### src/hdl/tsf_pkg.sv
// constants and types for the timer channel status flag block
package tsf_pkg;

    // ----------------------------------------------------------------
    // geometry
    // ----------------------------------------------------------------
    localparam int              NCH       = 5;
    localparam int              CW        = 16;
    localparam int              AW        = 8;
    localparam int              IRQ_W     = 15;
    localparam int              EV_W      = 3;
    localparam int              PWM_CH    = 4;

    // ----------------------------------------------------------------
    // counter values that mark a wrap
    // ----------------------------------------------------------------
    localparam logic [CW-1:0]   CNT_MAX   = 16'hffff;
    localparam logic [CW-1:0]   CNT_ZERO  = 16'h0000;
    localparam logic [CW-1:0]   CNT_ONE   = 16'h0001;

    // ----------------------------------------------------------------
    // status field positions
    // ----------------------------------------------------------------
    localparam int              DIR_BIT   = 7;
    localparam int              RSV6_BIT  = 6;
    localparam int              UNF_BIT   = 5;
    localparam int              OVF_BIT   = 4;
    localparam int              DFL_BIT   = 3;

    // event positions inside one channel slice of irq status
    localparam int              EV_UNF    = 0;
    localparam int              EV_OVF    = 1;
    localparam int              EV_DFL    = 2;

    // channels that own a field
    localparam logic [NCH-1:0]  DIR_CH    = 5'h1e;
    localparam logic [NCH-1:0]  UNF_CH    = 5'h06;
    localparam logic [NCH-1:0]  DFL_CH    = 5'h19;

    // ----------------------------------------------------------------
    // register map (byte addresses)
    // ----------------------------------------------------------------
    localparam logic [AW-1:0]   STATUS_BASE    = 8'h00;
    localparam logic [AW-1:0]   ENABLE_BASE    = 8'h20;
    localparam logic [AW-1:0]   IRQ_STATUS_OFS = 8'h40;
    localparam logic [AW-1:0]   IRQ_MASK_OFS   = 8'h44;
    localparam logic [AW-1:0]   WORD_STEP      = 8'h04;

    // ----------------------------------------------------------------
    // bus encodings and states
    // ----------------------------------------------------------------
    localparam logic [1:0]      HTRANS_NONSEQ  = 2'h2;
    localparam logic [1:0]      HRESP_OKAY     = 2'h0;

    typedef enum logic [0:0] {
        BUS_IDLE = 1'b0,
        BUS_DATA = 1'b1
    } bus_state_e;

    typedef struct packed {
        logic           write;
        logic           in_range;
        logic [AW-1:0]  addr;
    } bus_req_s;

    // one channel's view of the counter core
    typedef struct packed {
        logic [CW-1:0]  counter;
        logic [CW-1:0]  grd;
        logic           count_up;
        logic           phase_mode;
        logic           comp_pwm;
        logic           d_compare;
        logic           d_capture;
        logic           capture_stb;
        logic           xfer_ovf;
        logic           xfer_d;
        logic           xfer_select;
    } chan_in_s;

endpackage
### src/hdl/status_flag_cell.sv
// one event flag: set by hardware, cleared by read-one then write-zero
`timescale 1ns/1ps
module status_flag_cell (
    // clock and reset
    input  wire logic hclk,
    input  wire logic hresetn,
    // event side
    input  wire logic set_evt,
    input  wire logic auto_clr,
    // software side
    input  wire logic rd_seen,
    input  wire logic wr_seen,
    input  wire logic wr_bit,
    // flag
    output logic      flag
);

    logic flag_reg;
    logic flag_next;
    logic armed_reg;
    logic armed_next;
    wire  clr_sw;

    // ----------------------------------------------------------------
    // flag update
    // ----------------------------------------------------------------
    assign clr_sw     = wr_seen & ~wr_bit & armed_reg;
    assign flag_next  = set_evt ? 1'b1 :
                        (clr_sw | auto_clr) ? 1'b0 : flag_reg;
    assign armed_next = ~flag_next ? 1'b0 :
                        (rd_seen & flag_reg) ? 1'b1 :
                        wr_seen ? 1'b0 : armed_reg;
    assign flag       = flag_reg;

    always_ff @(posedge hclk or negedge hresetn) begin
        if (!hresetn) begin
            flag_reg  <= 1'b0;
            armed_reg <= 1'b0;
        end else begin
            flag_reg  <= flag_next;
            armed_reg <= armed_next;
        end
    end

    // ----------------------------------------------------------------
    // checks
    // ----------------------------------------------------------------
    property p_clr_needs_read;
        @(posedge hclk) disable iff (!hresetn)
        (wr_seen && !wr_bit && !armed_reg && !set_evt && !auto_clr)
            |=> flag_reg == $past(flag_reg);
    endproperty
    a_clr_needs_read: assert property (p_clr_needs_read)
        else $error("flag cleared without prior read of one");

    property p_write_one_keeps;
        @(posedge hclk) disable iff (!hresetn)
        (wr_seen && wr_bit && !auto_clr) |=> flag_reg || !$past(flag_reg);
    endproperty
    a_write_one_keeps: assert property (p_write_one_keeps)
        else $error("writing one changed the flag");

    property p_set_wins;
        @(posedge hclk) disable iff (!hresetn)
        (set_evt && (clr_sw || auto_clr)) |=> flag_reg;
    endproperty
    a_set_wins: assert property (p_set_wins)
        else $error("clear won over a same-cycle set");

endmodule // status_flag_cell

### src/hdl/timer_channel_status_flags.sv
// per-channel status flags of a five-channel 16-bit timer, ahb-lite slave
`timescale 1ns/1ps
module timer_channel_status_flags (
    // clock and reset
    input  wire logic                            hclk,
    input  wire logic                            hresetn,
    // ahb-lite slave
    input  wire logic                            hsel,
    input  wire logic [31:0]                     haddr,
    input  wire logic [1:0]                      htrans,
    input  wire logic                            hwrite,
    input  wire logic [2:0]                      hsize,
    input  wire logic [31:0]                     hwdata,
    input  wire logic                            hready,
    output logic      [31:0]                     hrdata,
    output logic                                 hreadyout,
    output logic      [1:0]                      hresp,
    // counter core
    input  wire tsf_pkg::chan_in_s [tsf_pkg::NCH-1:0] chan_in,
    // interrupt requests
    output logic      [tsf_pkg::NCH-1:0]         ovf_req,
    output logic      [tsf_pkg::NCH-1:0]         unf_req,
    output logic      [tsf_pkg::NCH-1:0]         dmatch_req,
    output logic                                 irq
);

    localparam int NCH = tsf_pkg::NCH;
    localparam int CW  = tsf_pkg::CW;

    // ----------------------------------------------------------------
    // bus state
    // ----------------------------------------------------------------
    tsf_pkg::bus_state_e     state_reg;
    tsf_pkg::bus_state_e     state_next;
    tsf_pkg::bus_req_s       req_reg;
    tsf_pkg::bus_req_s       req_next;
    logic [31:0]             hrdata_reg;
    logic                    hreadyout_reg;
    logic [1:0]              hresp_reg;
    wire                     take;
    wire                     in_data;
    wire                     wr_stb;
    wire                     rd_stb;
    wire                     sel_irq_stat;
    wire                     sel_irq_mask;
    wire [31:0]              rd_word;

    // ----------------------------------------------------------------
    // per-channel state
    // ----------------------------------------------------------------
    logic [CW-1:0]           prev_reg [NCH];
    logic                    prev_ok_reg;
    logic [tsf_pkg::EV_W-1:0] en_reg  [NCH];
    logic [NCH-1:0]          ovf_req_reg;
    logic [NCH-1:0]          unf_req_reg;
    logic [NCH-1:0]          dm_req_reg;
    wire  [NCH-1:0]          ovf_evt;
    wire  [NCH-1:0]          unf_evt;
    wire  [NCH-1:0]          dm_evt;
    wire  [NCH-1:0]          ovf_flag;
    wire  [NCH-1:0]          unf_flag;
    wire  [NCH-1:0]          dm_flag;
    wire  [NCH-1:0]          sel_stat;
    wire  [NCH-1:0]          sel_en;
    wire  [7:0]              stat_val [NCH];
    wire  [31:0]             rd_term  [NCH];

    // ----------------------------------------------------------------
    // interrupt status and mask
    // ----------------------------------------------------------------
    logic [tsf_pkg::IRQ_W-1:0] irq_stat_reg;
    logic [tsf_pkg::IRQ_W-1:0] irq_stat_next;
    logic [tsf_pkg::IRQ_W-1:0] irq_mask_reg;
    logic                      irq_reg;
    wire  [tsf_pkg::IRQ_W-1:0] irq_evt;
    wire  [tsf_pkg::IRQ_W-1:0] irq_w1c;

    // ----------------------------------------------------------------
    // ahb-lite address and data phase
    // ----------------------------------------------------------------
    assign take    = (state_reg == tsf_pkg::BUS_IDLE) & hsel & hready &
                     (htrans == tsf_pkg::HTRANS_NONSEQ);
    assign in_data = state_reg == tsf_pkg::BUS_DATA;
    assign wr_stb  = in_data & req_reg.write & req_reg.in_range;
    assign rd_stb  = in_data & ~req_reg.write & req_reg.in_range;

    assign state_next = take ? tsf_pkg::BUS_DATA : tsf_pkg::BUS_IDLE;
    assign req_next   = take ? tsf_pkg::bus_req_s'{write: hwrite,
                                 in_range: haddr[31:tsf_pkg::AW] == 24'h0,
                                 addr:     haddr[tsf_pkg::AW-1:0]}
                             : req_reg;
    assign sel_irq_stat = req_reg.addr == tsf_pkg::IRQ_STATUS_OFS;
    assign sel_irq_mask = req_reg.addr == tsf_pkg::IRQ_MASK_OFS;

    always_ff @(posedge hclk or negedge hresetn) begin
        if (!hresetn) begin
            state_reg     <= tsf_pkg::BUS_IDLE;
            req_reg       <= '0;
            hreadyout_reg <= 1'b1;
            hrdata_reg    <= 32'h0;
            hresp_reg     <= tsf_pkg::HRESP_OKAY;
        end else begin
            state_reg     <= state_next;
            req_reg       <= req_next;
            hreadyout_reg <= ~take;
            hrdata_reg    <= (in_data & ~req_reg.write) ? rd_word : hrdata_reg;
            hresp_reg     <= tsf_pkg::HRESP_OKAY;
        end
    end

    // ----------------------------------------------------------------
    // channel slices
    // ----------------------------------------------------------------
    genvar ch;
    generate
        for (ch = 0; ch < NCH; ch++) begin : g_ch
            wire [CW-1:0] cur;
            wire          dir_bit;
            wire          pwm_wrap;
            wire          ovf_auto;
            wire          dm_auto;
            assign cur = chan_in[ch].counter;
            assign sel_stat[ch] = req_reg.addr ==
                8'(tsf_pkg::STATUS_BASE + tsf_pkg::WORD_STEP * ch);
            assign sel_en[ch] = req_reg.addr ==
                8'(tsf_pkg::ENABLE_BASE + tsf_pkg::WORD_STEP * ch);

            // wrap, compare match and capture detection
            assign pwm_wrap = (ch == tsf_pkg::PWM_CH) &
                chan_in[ch].comp_pwm & (prev_reg[ch] == tsf_pkg::CNT_ONE) &
                (cur == tsf_pkg::CNT_ZERO);
            assign ovf_evt[ch] = prev_ok_reg & (pwm_wrap |
                ((prev_reg[ch] == tsf_pkg::CNT_MAX) &
                 (cur == tsf_pkg::CNT_ZERO)));
            assign unf_evt[ch] = tsf_pkg::UNF_CH[ch] & prev_ok_reg &
                chan_in[ch].phase_mode &
                (prev_reg[ch] == tsf_pkg::CNT_ZERO) &
                (cur == tsf_pkg::CNT_MAX);
            assign dm_evt[ch] = tsf_pkg::DFL_CH[ch] &
                ((chan_in[ch].d_compare & (cur == chan_in[ch].grd) &
                  (cur != prev_reg[ch]) & prev_ok_reg) |
                 (chan_in[ch].d_capture & chan_in[ch].capture_stb));

            // transfer controller auto clear
            assign ovf_auto = (ch == tsf_pkg::PWM_CH) &
                chan_in[ch].xfer_ovf & ~chan_in[ch].xfer_select;
            assign dm_auto = chan_in[ch].xfer_d &
                ~chan_in[ch].xfer_select;

            status_flag_cell u_ovf (
                .hclk     (hclk),
                .hresetn  (hresetn),
                .set_evt  (ovf_evt[ch]),
                .auto_clr (ovf_auto),
                .rd_seen  (rd_stb & sel_stat[ch]),
                .wr_seen  (wr_stb & sel_stat[ch]),
                .wr_bit   (hwdata[tsf_pkg::OVF_BIT]),
                .flag     (ovf_flag[ch])
            );

            if (tsf_pkg::UNF_CH[ch]) begin : g_unf
                status_flag_cell u_unf (
                    .hclk     (hclk),
                    .hresetn  (hresetn),
                    .set_evt  (unf_evt[ch]),
                    .auto_clr (1'b0),
                    .rd_seen  (rd_stb & sel_stat[ch]),
                    .wr_seen  (wr_stb & sel_stat[ch]),
                    .wr_bit   (hwdata[tsf_pkg::UNF_BIT]),
                    .flag     (unf_flag[ch])
                );
            end else begin : g_no_unf
                assign unf_flag[ch] = 1'b0;
            end

            if (tsf_pkg::DFL_CH[ch]) begin : g_dfl
                status_flag_cell u_dfl (
                    .hclk     (hclk),
                    .hresetn  (hresetn),
                    .set_evt  (dm_evt[ch]),
                    .auto_clr (dm_auto),
                    .rd_seen  (rd_stb & sel_stat[ch]),
                    .wr_seen  (wr_stb & sel_stat[ch]),
                    .wr_bit   (hwdata[tsf_pkg::DFL_BIT]),
                    .flag     (dm_flag[ch])
                );
            end else begin : g_no_dfl
                assign dm_flag[ch] = 1'b0;
            end

            // status word as software sees it
            assign dir_bit = tsf_pkg::DIR_CH[ch] ?
                chan_in[ch].count_up : 1'b1;
            assign stat_val[ch] = {dir_bit, 1'b1,
                                   unf_flag[ch], ovf_flag[ch],
                                   dm_flag[ch], 3'h0};
            assign rd_term[ch] =
                sel_stat[ch] ? {24'h0, stat_val[ch]} :
                sel_en[ch]   ? {24'h0, 2'h0, en_reg[ch], 3'h0} : 32'h0;

            assign irq_evt[ch*tsf_pkg::EV_W + tsf_pkg::EV_UNF] = unf_evt[ch];
            assign irq_evt[ch*tsf_pkg::EV_W + tsf_pkg::EV_OVF] = ovf_evt[ch];
            assign irq_evt[ch*tsf_pkg::EV_W + tsf_pkg::EV_DFL] = dm_evt[ch];

            always_ff @(posedge hclk or negedge hresetn) begin
                if (!hresetn) begin
                    prev_reg[ch]    <= tsf_pkg::CNT_ZERO;
                    en_reg[ch]      <= '0;
                    ovf_req_reg[ch] <= 1'b0;
                    unf_req_reg[ch] <= 1'b0;
                    dm_req_reg[ch]  <= 1'b0;
                end else begin
                    prev_reg[ch] <= cur;
                    if (wr_stb && sel_en[ch]) begin
                        en_reg[ch] <= {
                            hwdata[tsf_pkg::UNF_BIT] & tsf_pkg::UNF_CH[ch],
                            hwdata[tsf_pkg::OVF_BIT],
                            hwdata[tsf_pkg::DFL_BIT] & tsf_pkg::DFL_CH[ch]};
                    end
                    ovf_req_reg[ch] <= ovf_flag[ch] &
                        en_reg[ch][tsf_pkg::EV_OVF];
                    unf_req_reg[ch] <= unf_flag[ch] &
                        en_reg[ch][tsf_pkg::EV_DFL];
                    dm_req_reg[ch]  <= dm_flag[ch] &
                        en_reg[ch][tsf_pkg::EV_UNF];
                end
            end

            // checks per channel
            property p_ovf_set;
                @(posedge hclk) disable iff (!hresetn)
                (prev_ok_reg && prev_reg[ch] == tsf_pkg::CNT_MAX &&
                 cur == tsf_pkg::CNT_ZERO) |=> ovf_flag[ch];
            endproperty
            a_ovf_set: assert property (p_ovf_set)
                else $error("overflow wrap did not set the flag");

            property p_ovf_req;
                @(posedge hclk) disable iff (!hresetn)
                ovf_req_reg[ch] == $past(ovf_flag[ch] &
                                         en_reg[ch][tsf_pkg::EV_OVF]);
            endproperty
            a_ovf_req: assert property (p_ovf_req)
                else $error("overflow request disagrees with flag and enable");

            property p_stat_read;
                @(posedge hclk) disable iff (!hresetn)
                (rd_stb && sel_stat[ch]) |=> hreadyout_reg &&
                    hrdata_reg[tsf_pkg::RSV6_BIT] &&
                    (tsf_pkg::DIR_CH[ch] ||
                     hrdata_reg[tsf_pkg::DIR_BIT]) &&
                    (tsf_pkg::UNF_CH[ch] ||
                     !hrdata_reg[tsf_pkg::UNF_BIT]) &&
                    (tsf_pkg::DFL_CH[ch] ||
                     !hrdata_reg[tsf_pkg::DFL_BIT]);
            endproperty
            a_stat_read: assert property (p_stat_read)
                else $error("reserved status bit read wrong");

            property p_dir_read;
                @(posedge hclk) disable iff (!hresetn)
                (rd_stb && sel_stat[ch] && tsf_pkg::DIR_CH[ch]) |=>
                    hrdata_reg[tsf_pkg::DIR_BIT] ==
                    $past(chan_in[ch].count_up);
            endproperty
            a_dir_read: assert property (p_dir_read)
                else $error("direction bit does not follow the counter");

            property p_dm_set;
                @(posedge hclk) disable iff (!hresetn)
                dm_evt[ch] |=> dm_flag[ch];
            endproperty
            a_dm_set: assert property (p_dm_set)
                else $error("match or capture did not set flag d");
            property p_dm_auto;
                @(posedge hclk) disable iff (!hresetn)
                (dm_auto && !dm_evt[ch]) |=> !dm_flag[ch];
            endproperty
            a_dm_auto: assert property (p_dm_auto)
                else $error("transfer start did not clear flag d");
        end
    endgenerate

    // ----------------------------------------------------------------
    // checks on the pwm channel and channel 1 underflow, and covers
    // ----------------------------------------------------------------
    property p_pwm_ovf;
        @(posedge hclk) disable iff (!hresetn)
        g_ch[tsf_pkg::PWM_CH].pwm_wrap && prev_ok_reg
            |=> ovf_flag[tsf_pkg::PWM_CH];
    endproperty
    a_pwm_ovf: assert property (p_pwm_ovf)
        else $error("pwm underflow did not set the overflow flag");

    property p_ovf_auto;
        @(posedge hclk) disable iff (!hresetn)
        (g_ch[tsf_pkg::PWM_CH].ovf_auto && !ovf_evt[tsf_pkg::PWM_CH])
            |=> !ovf_flag[tsf_pkg::PWM_CH] ##1 !ovf_req_reg[tsf_pkg::PWM_CH];
    endproperty
    a_ovf_auto: assert property (p_ovf_auto)
        else $error("transfer start did not clear channel 4 overflow");

    property p_unf_set;
        @(posedge hclk) disable iff (!hresetn)
        unf_evt[1] |=> unf_flag[1];
    endproperty
    a_unf_set: assert property (p_unf_set)
        else $error("underflow wrap did not set the flag");
    c_ovf: cover property (@(posedge hclk) ovf_evt[0]);
    c_pwm: cover property (@(posedge hclk) g_ch[4].pwm_wrap);
    c_clear: cover property (@(posedge hclk)
        rd_stb && sel_stat[0] && ovf_flag[0] ##2 wr_stb ##1 !ovf_flag[0]);
    c_irq: cover property (@(posedge hclk) irq_reg);
    // ----------------------------------------------------------------
    // read mux and interrupt status
    // ----------------------------------------------------------------
    assign rd_word = {32{req_reg.in_range}} & (
        rd_term[0] | rd_term[1] | rd_term[2] | rd_term[3] | rd_term[4] |
        (sel_irq_stat ? {17'h0, irq_stat_reg} : 32'h0) |
        (sel_irq_mask ? {17'h0, irq_mask_reg} : 32'h0));

    assign irq_w1c = (wr_stb & sel_irq_stat) ?
                     hwdata[tsf_pkg::IRQ_W-1:0] : '0;
    assign irq_stat_next = irq_evt | (irq_stat_reg & ~irq_w1c);
    always_ff @(posedge hclk or negedge hresetn) begin
        if (!hresetn) begin
            prev_ok_reg  <= 1'b0;
            irq_stat_reg <= '0;
            irq_mask_reg <= '0;
            irq_reg      <= 1'b0;
        end else begin
            prev_ok_reg  <= 1'b1;
            irq_stat_reg <= irq_stat_next;
            if (wr_stb && sel_irq_mask) begin
                irq_mask_reg <= hwdata[tsf_pkg::IRQ_W-1:0];
            end
            irq_reg <= |(irq_stat_reg & irq_mask_reg);
        end
    end

    // ----------------------------------------------------------------
    // outputs
    // ----------------------------------------------------------------
    assign hrdata     = hrdata_reg;
    assign hreadyout  = hreadyout_reg;
    assign hresp      = hresp_reg;
    assign ovf_req    = ovf_req_reg;
    assign unf_req    = unf_req_reg;
    assign dmatch_req = dm_req_reg;
    assign irq        = irq_reg;

endmodule // timer_channel_status_flags

### config.mk
export PLATFORM = sky130hd
export DESIGN_NAME = timer_channel_status_flags
export DESIGN_NICKNAME = d
export VERILOG_FILES = /design/src/hdl/tsf_pkg.sv /design/src/hdl/status_flag_cell.sv /design/src/hdl/timer_channel_status_flags.sv
export SDC_FILE = /design/constraint.sdc
export NUM_CORES = 1
export LEC_CHECK = 0
export BUFFER_PORTS_ARGS = -buffer_cell sky130_fd_sc_hd__buf_2
export CAP_MARGIN = 10
export CORE_UTILIZATION = 53
export CTS_CLUSTER_SIZE = 30
export DETAILED_ROUTE_END_ITERATION = 10
export GPL_TIMING_DRIVEN = 0
export PLACE_DENSITY = 0.86
export SYNTH_ARGS = -nofsm -noshare
export SYNTH_HDL_FRONTEND = slang
export SYNTH_SLANG_ARGS = --single-unit
### constraint.sdc
create_clock -name hclk -period 3.3 [get_ports hclk]
set_clock_uncertainty 0.05 [all_clocks]
set_input_delay 0.495 -clock hclk [delete_from_list [all_inputs] [get_ports hclk]]
set_output_delay 0.495 -clock hclk [all_outputs]
set_load 0.005 [all_outputs]
; ---- Word level (Yosys, flattened, before mapping)
; Cells that the tools add are included.
; Widths: inputs -> output; s select.
[word_totals]
latchBits = 0
ram_bits = 0
ff_bits = 196
memories = 0
romBits = 0
[classes]
muxes = 59
multipliers = 0
n_eq_ne = 36
shifts = 0
order_cmp = 0
n_addsub = 0
reduce_logical = 16
div_mod_pow = 0
bitwise = 120
[op_table]
columns = operator, count
row1 = $or 32x32->32, 5
row2 = $eq 16x16->1 const B, 7
row3 = $logic_not 16->1, 7
row4 = $and 1x1->1, 92
row5 = $eq 16x16->1, 3
row6 = $ne 16x16->1, 3
row7 = $mux 1, 46
row8 = $mux 15, 3
row9 = $eq 8x6->1 const B, 5
row10 = $and 32x32->32, 1
row11 = $mux 32, 1
row12 = $mux 8, 4
row13 = $and 15x15->15, 2
row14 = $ne 3x2->1 const B, 9
row15 = $logic_not 24->1, 1
row16 = $eq 16x1->1 const B, 1
row17 = $eq 8x4->1 const B, 2
row18 = $eq 8x7->1 const B, 2
row19 = $mux 5, 3
row20 = $not 15->15, 1
row21 = $or 15x15->15, 1
row22 = $reduce_or 15->1, 1
row23 = $mux 6, 2
row24 = $not 1->1, 9
row25 = 8 further kinds, 20

; ---- Logic depth before layout (Yosys ltp)
; Gate-level depths: netlist (run 1).
[depth]
word_depth = 10
depth_mapped = 7
mapped_depth_nobuf = 5

; ---- Cells and area by module
; A second synthesis (run 1) with hierarchy kept.
[hier_totals]
hier_cells = 744
area_unflattened_um2 = 8504.4
[modules_own_cells]
columns = mod, cells_per_inst, area_each_um2, n_inst
row1 = timer_channel_status_flags, 654, 7465.9, 1
row2 = status_flag_cell, 9, 103.8, 10

; ---- Least setup slack after synthesis (run 1)
; No wires, ideal clock.
[synth_path]
path_kind = input-to-reg
startpoint = input port chan_in[160] in the netlist's numbering
endpoint = register g_ch[3].u_ovf.flag_reg
arrival_time_ns = 2.122
setup_slack_ns = 1.061
path_stages = 4
cell_sequence = or4_1 > or4_4 > or4_4 > nand2_1
[synth_between]
elab_chain_cells = 4
[synth_lines]
columns = element, line_no
row1 = start: declaration, timer_channel_status_flags.sv:19  ; input wire tsf_pkg::chan_in_s [tsf_pkg::NCH-1:0] chan_in,
row2 = $logic_not 16->1, timer_channel_status_flags.sv:134  ; (cur == tsf_pkg::CNT_ZERO)));
row3 = $and 1x1->1, timer_channel_status_flags.sv:133  ; ((prev_reg[ch] == tsf_pkg::CNT_MAX) &
row4 = $and 1x1->1, timer_channel_status_flags.sv:132  ; assign ovf_evt[ch] = prev_ok_reg & (pwm_wrap |
row5 = $mux 1, status_flag_cell.sv:28  ; assign flag_next = set_evt ? 1'b1 :
row6 = named net g_ch[3].u_ovf.flag_next, status_flag_cell.sv:19  ; logic flag_next;
row7 = end signal: assignment, status_flag_cell.sv:40  ; flag_reg <= flag_next;
row8 = end: declaration, status_flag_cell.sv:18  ; logic flag_reg;
; The timed path passes the listed nets, and every way through them passes these cells.
; A chain may end at the register's enable or synchronous reset.

; ---- Worst setup path after layout (run 1)
[layout_path]
startpoint = register req_reg[3] in the netlist's numbering
endpoint = register g_ch[4].u_ovf.armed_reg
[layout_between]
elab_chain_cells = 8
word_cells_on_any_way = 12
[layout_lines]
columns = element, line_no
row1 = start: declaration, timer_channel_status_flags.sv:35  ; tsf_pkg::bus_req_s req_reg;
row2 = start signal: assignment, timer_channel_status_flags.sv:104  ; req_reg <= req_next;
row3 = $eq 8x5->1 (*), timer_channel_status_flags.sv:123  ; assign sel_stat[ch] = req_reg.addr ==
row4 = $and 1x1->1, timer_channel_status_flags.sv:156  ; .wr_seen (wr_stb & sel_stat[ch]),
row5 = $and 1x1->1 (2 in series), status_flag_cell.sv:27  ; assign clr_sw = wr_seen & ~wr_bit & armed_reg;
row6 = $or 1x1->1, status_flag_cell.sv:29  ; (clr_sw | auto_clr) ? 1'b0 : flag_reg;
row7 = $mux 1, status_flag_cell.sv:29
row8 = $mux 1, status_flag_cell.sv:28
row9 = $ne 3x3->1 (no line) / $mux 1 (equally long branches), n/a
row10 = end signal: assignment, status_flag_cell.sv:41  ; armed_reg <= armed_next;
row11 = end: declaration, status_flag_cell.sv:20  ; logic armed_reg;
; Mark *: on every way between the ends. The rest lies on a longest branch, timed or not.

==> results.json, run 1 <==
{
  "status": "finished, final reports clean",
  "required_ps": 3560,
  "cp.arrival_ps": 2810,
  "synthMuxAreaShare": 0.0553,
  "post_synth_xor_area_fraction": 0.102,
  "min_period_over_period": 0.773,
  "crit_path_max_fanout": 10,
  "setup_viol": 0,
  "clkSlewWorstSetupHoldPaths_ps": 70,
  "drc": 0,
  "synth_compound_area_frac": 0.0761,
  "nets": 1287,
  "core_sq_um": 15200,
  "path_class": "reg -> reg",
  "fmax_mhz": 392,
  "largest_register_ffs": 80,
  "synth_top_flop_cell": "dfrtp_1",
  "finalWeightedCongestion": 0.866,
  "die-area_sq_um": 16100,
  "rsz0062_at_grt": "false",
  "powerDensity_nw_per_um2": 489,
  "grt_pass1_vias": 6741,
  "switchingPower_mw": 1.23,
  "power.clock.fraction": 0.410,
  "synth_top_area_frac": 0.540,
  "grt_usage": 0.274,
  "synth_common_cells": "178 x dfrtp_1, 77 x nand2_1, 48 x xnor2_1, 48 x xor2_1, 41 x nor4_1",
  "die_w_um": 127,
  "power_frac_seq": 0.468,
  "clock-sinks": 179,
  "die_h_um": 127,
  "yosysWarnings": 0,
  "antenna_found_initial": 1,
  "via_per_inst": 5.70,
  "fin_cells": 1209,
  "cts_tree": "yes",
  "min_path_type": "in -> reg",
  "grt_max_degree": 119,
  "internal_power_mw": 3.85,
  "worstSetupStartpointType": "flop",
  "netlist_area_sq_um": 8250,
  "path_buf_inv": 2,
  "synth_area_leaders": "dfrtp_1 54%, xnor2_1 5.1%, xor2_1 5.1%",
  "first_iter_violations": 526,
  "critPathSlowestCell": "nor4_1",
  "initial_core_util": 0.543,
  "synthAdderAreaFrac": 0,
  "pwr-share-comb": 0.121,
  "vias": 6889,
  "ys_seq_elements": 179,
  "dr.pass1.iters": 4,
  "grt_overflow_total": 0,
  "synth_most_common_cell": "dfrtp_1",
  "grt_pass1_wl_um": 33700,
  "io_buffers": 231,
  "tightest_slew_ps": 1120,
  "drv_slew": 0,
  "ir_drop_uv": 407,
  "power_leakage_nw": 4.75,
  "place_area_sq_um": 9770,
  "synth_edf_count": 0,
  "max-cap-violations": 0,
  "ioPinCount": 330,
  "synth.largest_area_cell": "dfrtp_1",
  "finalPower_mw": 5.08,
  "root_buffer": "clkbuf_16",
  "synth_area_per_cell_sq_um": 11.3,
  "clock_path_buffers": 2,
  "dpl.hpwl_um": 15900,
  "cp-end-kind": "flop",
  "crit_path_cell_trace": "buf_2 > nor4_1 > and4b_1 > buf_2 > nand2_1 > o221ai_1 > a21oi_1",
  "synthArstFlopShare": 1.00,
  "relSlewSlack": 0.241,
  "htree_levels": 4,
  "cts_resized": 0,
  "cp_common_cell": "buf_2",
  "dp_cells": 1176,
  "cp_slowest_stage_delay_ps": 840,
  "cts_buffers": 17,
  "insertion_delay_ps": 430,
  "finalSetupTns_ps": 0,
  "syn_inst": 733,
  "cp_top_family": "simple AND/OR/NAND/NOR gates",
  "syn2layout_area_growth_pct": 25.9,
  "ys_types": 50,
  "postLayoutSetupSlackWorst_ps": 750,
  "holdWs_ps": 144,
  "period_needed_ps": 2550,
  "postRouteAntennaNets": 0,
  "wire_per_inst_um": 17.4,
  "fin_area_sq_um": 10400,
  "wirelength_um": 21100,
  "postLayoutCoreUtil": 0.683,
  "timing_hold_violations_final": 0,
  "drive_above_1_share": 0.336,
  "rows": 45,
  "synth_top_family_by_area": "simple AND/OR/NAND/NOR gates",
  "p_sw_frac": 0.242,
  "ys_seq_area_frac": 0.543,
  "post-place-ws_ps": 790,
  "yosys.area_share.simple": 0.188
}
## final cells by class
class	count	area [sq um]
clock buffer	21	480
sequential	179	4480
buffer	42	267
clock inverter	10	130
fill	1207	4810
timing repair buffer	233	1200
multi-input combinational	530	3570
inverter	5	18.8
tap	188	235
antenna	1	2.50
## logic make-up (layout without fill, tap and decap cells)
kind of cell	Yosys count	count (layout)
and+or+nand+nor	278	278
muxes	41	41
AOI/OAI and AO/OA	90	90
buffers and inverters	47	311
xor gates and xnor gates	96	96
DFF	179	179
other	2	26
## final timing paths
path                                                       end              startpoint  slack [ps]  depth (start not counted)
min                                     prev_reg[54]$_DFF_PN0_             chan_in[72]         140                          1
min in group asynchronous                 ovf_req[0]$_DFF_PN0_                 hresetn         540                          2
max in group asynchronous                  hreadyout$_DFF_PN1_                 hresetn        1750                          3
max reg2reg                g_ch[4].u_ovf.armed_reg$_DFFE_PN0P_  req_reg[3]$_DFFE_PN0P_         750                          7
max                        g_ch[4].u_ovf.armed_reg$_DFFE_PN0P_  req_reg[3]$_DFFE_PN0P_         750                          7
min reg2reg                              hrdata[7]$_DFFE_PN0P_   hrdata[7]$_DFFE_PN0P_         420                          2
## routing by layer
metal | track usage | vias to the layer above | part of all wire
li1 | - | 3199 | -
met1 | 0.339 | 3390 | 0.41
met2 | 0.472 | 267 | 0.50
met3 | 0.0612 | 33 | 0.063
met4 | 0.102 | 0 | 0.019
met5 | 0 | - | 0
## cell usage in the layout (no fill, tap or decap), types with 5 or more instances in the layout
cell	n
a22oi_1	20
a21oi_1	12
o211ai_1	6
xnor2_1	48
dfrtp_1	178
and4_1	5
nand3_1	20
or4_1	11
xor2_1	48
clkbuf_1	10
clkbuf_16	17
nor4b_1	7
nor2_1	20
buf_2	235
clkinv_2	5
a32oi_1	8
and2_1	10
mux2_2	37
nand4b_1	5
nor3_1	12
a21boi_0	5
buf_4	25
nand2b_1	11
inv_1	5
o2111ai_1	6
conb_1	25
o21ai_0	20
nor4_1	41
nand2_1	77
nand4_1	38
## worst reg2reg max path, cell delays in order (launching register included)
cell and delay, ps:
dfrtp_1 390, buf_2 180, nor4_1 840, and4b_1 310, buf_2 170, nand2_1 120
o221ai_1 260, a21oi_1 110
## power groups by stage
stage	clock (mW)	combinational, mW	sequential (mW)
after floorplan	0	0.314	2.40
after global placement	0	0.593	2.41
after detailed placement	0	0.614	2.42
after CTS	2.11	0.618	2.38
after global routing	2.20	0.682	2.39
final	2.09	0.617	2.38
## timing repair
item / CTS / global route
endpoints found under the hold margin: 61 / 0
hold buffers: 1 / 0
setup buffers: 0 / 0
(Power assumes the default switching activity.)
==> run 2: changes to the inputs <==
Settings changed: CORE_UTILIZATION 53 to 49, PLACE_DENSITY 0.86 to 0.81.
Clock period 3.3 ns to 2.4 ns, I/O delays scaled along.
==> run 2 against run 1 <==
Net effect:
- register-to-register slack worse by 740 ps
- sequential share of layout area down 0.46 points
- maximum frequency up 6.6%
- final cell count up 3.1%
- cell area up 1.1%
- worst setup slack worse by 740 ps
- combinational power up 39%
- critical endpoint is now irq_mask_reg[9]$_DFFE_PN0P_
- largest cell class unchanged
==> results.json, run 2 (synthesis gave the netlist of run 1 again) <==
{
  "nets": 1293,
  "period_needed_ps": 2390,
  "dpl.hpwl_um": 15600,
  "insertedDiodeCount": 0,
  "fmax_mhz": 418,
  "status": "finished, final reports clean",
  "finalWeightedCongestion": 0.869,
  "ir_drop_uv": 524,
  "min_from": "chan_in[67]",
  "cp-end-kind": "flop",
  "worstSetupStartpointType": "flop",
  "core_sq_um": 16500,
  "setup_viol": 0,
  "dp_cells": 1208,
  "r2r_setup_slack_ps": 6,
  "initial_core_util": 0.499,
  "r2r_end": "irq_mask_reg[9]$_DFFE_PN0P_",
  "powerDensity_nw_per_um2": 665,
  "drc": 0,
  "tightest_slew_ps": 1020,
  "hold_depth": 1,
  "required_ps": 2660,
  "finalPower_mw": 6.98,
  "vias": 6832,
  "rsz0062_at_grt": "true",
  "htree_levels": 4,
  "n_fill_cell": 1343,
  "grt_usage": 0.251,
  "dr.pass1.iters": 6,
  "startpoint": "req_reg[1]$_DFFE_PN0P_",
  "fin_cells": 1247,
  "die-area_sq_um": 17400,
  "clock_path_buffers": 2,
  "insertion_delay_ps": 430,
  "crit_path_max_fanout": 10,
  "clock-sinks": 179,
  "cp.arrival_ps": 2650,
  "wirelength_um": 20800,
  "drive_above_1_share": 0.341,
  "antenna_found_initial": 0,
  "grt_max_degree": 108,
  "via_per_inst": 5.48,
  "max-cap-violations": 0,
  "ioPinCount": 330,
  "timing_hold_violations_final": 0,
  "grt_pass1_vias": 6669,
  "largest_register_ffs": 80,
  "cts_buffers": 17,
  "mostFrequentLayoutCell": "buf_2",
  "wire_per_inst_um": 16.7,
  "grt_overflow_total": 0,
  "syn2layout_area_growth_pct": 27.3,
  "root_buffer": "clkbuf_16",
  "relSlewSlack": 0.309,
  "die_h_um": 132,
  "path_class": "reg -> reg",
  "cts_tree": "yes",
  "clkSlewWorstSetupHoldPaths_ps": 60,
  "layout_common_cells": "235 x buf_2, 177 x dfrtp_1, 77 x nand2_1",
  "power_leakage_nw": 4.79,
  "rows": 47,
  "io_buffers": 231,
  "timing.rr.start": "req_reg[1]$_DFFE_PN0P_",
  "postRouteAntennaNets": 0,
  "min_period_over_period": 0.997,
  "die_w_um": 132,
  "first_iter_violations": 523,
  "grt_pass1_wl_um": 34000,
  "r2r_cells": 7,
  "whs_endpoint": "prev_reg[49]$_DFF_PN0_",
  "min_path_type": "in -> reg",
  "drv_slew": 0
}
[run 2: critical path, cell delays in order (launching register included)]
cell and delay, ps:
dfrtp_1 360, clkbuf_1 200, nor4b_2 680, nor2b_1 210, buf_4 170, nand2_2 140, buf_6 190, mux2_2 280
[run 2: cell type report]
cell class | count | area (sq um) | share of cell area
plain buffers | 41 | 264 | 0.0251
clock buffers | 20 | 457 | 0.0435
clock inverters | 12 | 154 | 0.0147
inverters | 5 | 18.8 | 0.00179
multi-input cells | 530 | 3590 | 0.342
flip-flops and latches | 179 | 4480 | 0.427
well taps | 220 | 275 | 0.0262
repair buffers | 240 | 1270 | 0.121
[run 2: what timing repair did]
item / CTS / global route
gates resized for setup: 2 / 3
pin swaps: 0 / 0
setup buffers: 0 / 3
hold endpoints to repair: 76 / 0
setup endpoints to repair: 16 / 40
hold buffers: 5 / 0
[run 2: metrics by stage]
stage | setup WS (ps) | util | hold WS [ps] | TNS [ps] | instance area [sq um]
2_1_floorplan | 296 | - | 14.4 | 0 | 8340
3_3_place_gp | -1810 | 0.591 | 406 | -322860 | 9770
3_5_place_dp | -147 | 0.593 | 301 | -801 | 9810
4_1_cts | 28.5 | 0.634 | 0.808 | 0 | 10500
5_1_grt | -147 | 0.636 | 1.29 | -2180 | 10500
6_report | 6.36 | 0.636 | 14.9 | 0 | 10500
[run 2: layer usage]
layer,up-vias,wire length [um],global-route usage
met3,26,1660,0.0727
met4,0,247,0.0465
met1,3279,8670,0.327
met2,300,10200,0.419
met5,-,0,0
li1,3227,-,-
[run 2: how the worst max path moves through the flow]
stage,to,slack [ps],cells past startpoint
2_1_floorplan,g_ch[3].u_ovf.flag$_DFF_PN0_,300,4
3_3_place_gp,hrdata[12]$_DFFE_PN0P_,-1810,1
3_5_place_dp,g_ch[4].g_dfl.u_dfl.flag$_DFF_PN0_,-150,7
4_1_cts,irq_mask_reg[9]$_DFFE_PN0P_,30,7
5_1_grt,irq_mask_reg[9]$_DFFE_PN0P_,-150,7
6_report,irq_mask_reg[9]$_DFFE_PN0P_,6,7
[run 2: power breakdown]
| group | internal [mW] | switching (mW) |
|---|---|---|
| clock network | 1.69 | 1.16 |
| registers | 3.16 | 0.110 |
| logic | 0.405 | 0.453 |
| total | 5.26 | 1.72 |
==> run 3: changes to the inputs <==
Clock period 2.4 ns to 2.3 ns, I/O delays scaled along.
==> run 3 against run 2 <==
Net effect:
- the flow now finishes with violations (setup timing)
- count of clock-buffer cells in the layout is the same
- largest cell class unchanged
- critical endpoint is now g_ch[4].u_ovf.armed_reg$_DFFE_PN0P_
- largest power group unchanged
- utilization grew 1.7 points
- sequential power grew 5%
==> results.json, run 3 (synthesis gave the netlist of run 1 again) <==
{
  "status": "finished with violations",
  "violations": "setup timing",
  "fmax_mhz": 426,
  "min_period_over_period": 1.02,
  "path_class": "reg -> reg",
  "internal_power_mw": 5.53,
  "dpl.hpwl_um": 15600,
  "top_usage_layer": "met2",
  "drc": 0,
  "initial_core_util": 0.499,
  "timing.rr.start": "req_reg[3]$_DFFE_PN0P_",
  "antenna_found_initial": 0,
  "rsz0062_at_grt": "true",
  "cp-end-kind": "flop",
  "grt_max_degree": 108,
  "p_sw_frac": 0.248,
  "cts_tree": "yes",
  "period_needed_ps": 2350,
  "root_buffer": "clkbuf_16",
  "die_h_um": 132,
  "cp_common_cell": "buf_2",
  "worstSetupStartpointType": "flop",
  "postRouteAntennaNets": 0,
  "timing_hold_violations_final": 0,
  "first_iter_violations": 514,
  "ir_drop_uv": 558,
  "critPathSlowestCell": "nor4_2",
  "met3_usage": 0.0754,
  "ioPinCount": 330,
  "dr.pass1.iters": 5,
  "clock_path_buffers": 2,
  "cts_buffers": 17,
  "rows": 47,
  "die-area_sq_um": 17400,
  "io_buffers": 231,
  "largest_register_ffs": 80,
  "grt_overflow_total": 0,
  "grt_usage": 0.262,
  "gr-usage-met1": 0.337,
  "tightest_slew_ps": 1000,
  "nets": 1319,
  "cp_top_family": "simple AND/OR/NAND/NOR gates",
  "wirelength_um": 21700,
  "cp_slowest_stage_delay_ps": 610,
  "crit_path_max_fanout": 10,
  "layout_common_cells": "235 x buf_2, 177 x dfrtp_1, 77 x nand2_1",
  "grtUsageMet2": 0.439,
  "path_buf_inv": 2,
  "htree_levels": 4,
  "cp.arrival_ps": 2610,
  "drv_slew": 0,
  "syn2layout_area_growth_pct": 30.8,
  "power_frac_seq": 0.465,
  "max-cap-violations": 0,
  "post-place-ws_ps": -247,
  "switchingPower_mw": 1.82,
  "grt_pass1_vias": 6907,
  "startpoint": "req_reg[3]$_DFFE_PN0P_",
  "relSlewSlack": 0.322,
  "min_from": "chan_in[72]",
  "insertion_delay_ps": 430,
  "n_fill_cell": 1302,
  "via_per_inst": 5.47,
  "clock-sinks": 179,
  "wire_per_inst_um": 17.1,
  "powerDensity_nw_per_um2": 681,
  "postLayoutSetupSlackWorst_ps": -49.9,
  "power_leakage_nw": 4.91,
  "mostFrequentLayoutCell": "buf_2",
  "finalWeightedCongestion": 0.869,
  "core_sq_um": 16500,
  "drive_above_1_share": 0.337,
  "required_ps": 2560,
  "finalSetupTns_ps": -80.9,
  "die_w_um": 132,
  "postLayoutCoreUtil": 0.653,
  "setup_viol": 3,
  "power.clock.fraction": 0.405,
  "crit_path_cell_trace": "buf_2 > nor4_2 > and4b_1 > buf_2 > nand2_1 > o221ai_1 > a21oi_1",
  "insertedDiodeCount": 0,
  "vias": 6964,
  "clkSlewWorstSetupHoldPaths_ps": 70,
  "grt_pass1_wl_um": 35400,
  "pwr-share-comb": 0.130,
  "min_path_type": "in -> reg"
}
[run 3: cell count changes in the layout (fill, tap and decap cells not counted)]
cell,delta
buf_4,+1
nor4b_4,+1
nor2_2,+2
nor3_1,-1
or4b_4,+1
nor4b_1,-1
dlygate4sd3_1,+25
nor2_1,-2
or4b_2,-1
nor3_2,+1
[run 3: layout make-up]
class	count	area, sq um	area share
repair buffers	266	1520	0.141
flip-flops and latches	179	4480	0.415
multi-input cells	530	3620	0.335
clock inverters	12	154	0.0143
inverters	5	18.8	0.00174
clock buffers	20	457	0.0423
well taps	220	275	0.0255
plain buffers	41	264	0.0245
[run 3: final timing paths]
check	end	slack (ps)	cells past startpoint
hold reg to reg	hrdata[9]$_DFFE_PN0P_	430	2
hold / removal	prev_reg[54]$_DFF_PN0_	20	1
setup / recovery	g_ch[4].u_ovf.armed_reg$_DFFE_PN0P_	-50	7
max in group asynchronous	irq_stat_reg[2]$_DFF_PN0_	910	3
setup reg to reg	g_ch[4].u_ovf.armed_reg$_DFFE_PN0P_	-50	7
min in group asynchronous	prev_ok_reg$_DFF_PN0_	400	2
[run 3: timing repair]
action | 4_1_cts | 5_1_grt
gates resized for setup | 6 | 5
cloned | 0 | 0
pin swaps | 0 | 2
buffers inserted | 0 | 4
setup endpoints to repair | 34 | 53
hold endpoints to repair | 100 | 1
hold buffers | 29 | 1
[run 3: power by group through the flow]
stage / sequential [mW] / clock, mW / combinational (mW)
after CTS: 3.42 / 3.00 / 0.934
after floorplan: 3.44 / 0 / 0.451
after global routing: 3.44 / 3.16 / 1.05
final: 3.42 / 2.98 / 0.953
after global placement: 3.46 / 0 / 0.855
after detailed placement: 3.47 / 0 / 0.881
[run 3: per-layer routing]
metal / up-vias / share of wire
met3: 32 / 0.076
met4: 0 / 0.014
met1: 3354 / 0.42
li1: 3275 / -
met2: 303 / 0.49
met5: - / 0
[run 3: worst register-to-register path: stages (launching register included)]
cell and delay [ps]:
dfrtp_1 400, buf_2 190, nor4_2 610, and4b_1 270, buf_2 180, nand2_1 140, o221ai_1 290, a21oi_1 100
[run 3: stage by stage]
| stage | hold WS (ps) | cell area, sq um | std cells | power [mW] |
|---|---|---|---|---|
| finish | 16.3 | 10800 | 1273 | 7.35 |
| global route | 3.60 | 10800 | 1273 | 7.64 |
| CTS | 1.01 | 10700 | 1268 | 7.35 |
| detailed placement | 286 | 9810 | 1208 | 4.35 |
| global placement | 406 | 9770 | 1207 | 4.31 |
| floorplan | -0.591 | 8340 | 756 | 3.89 |
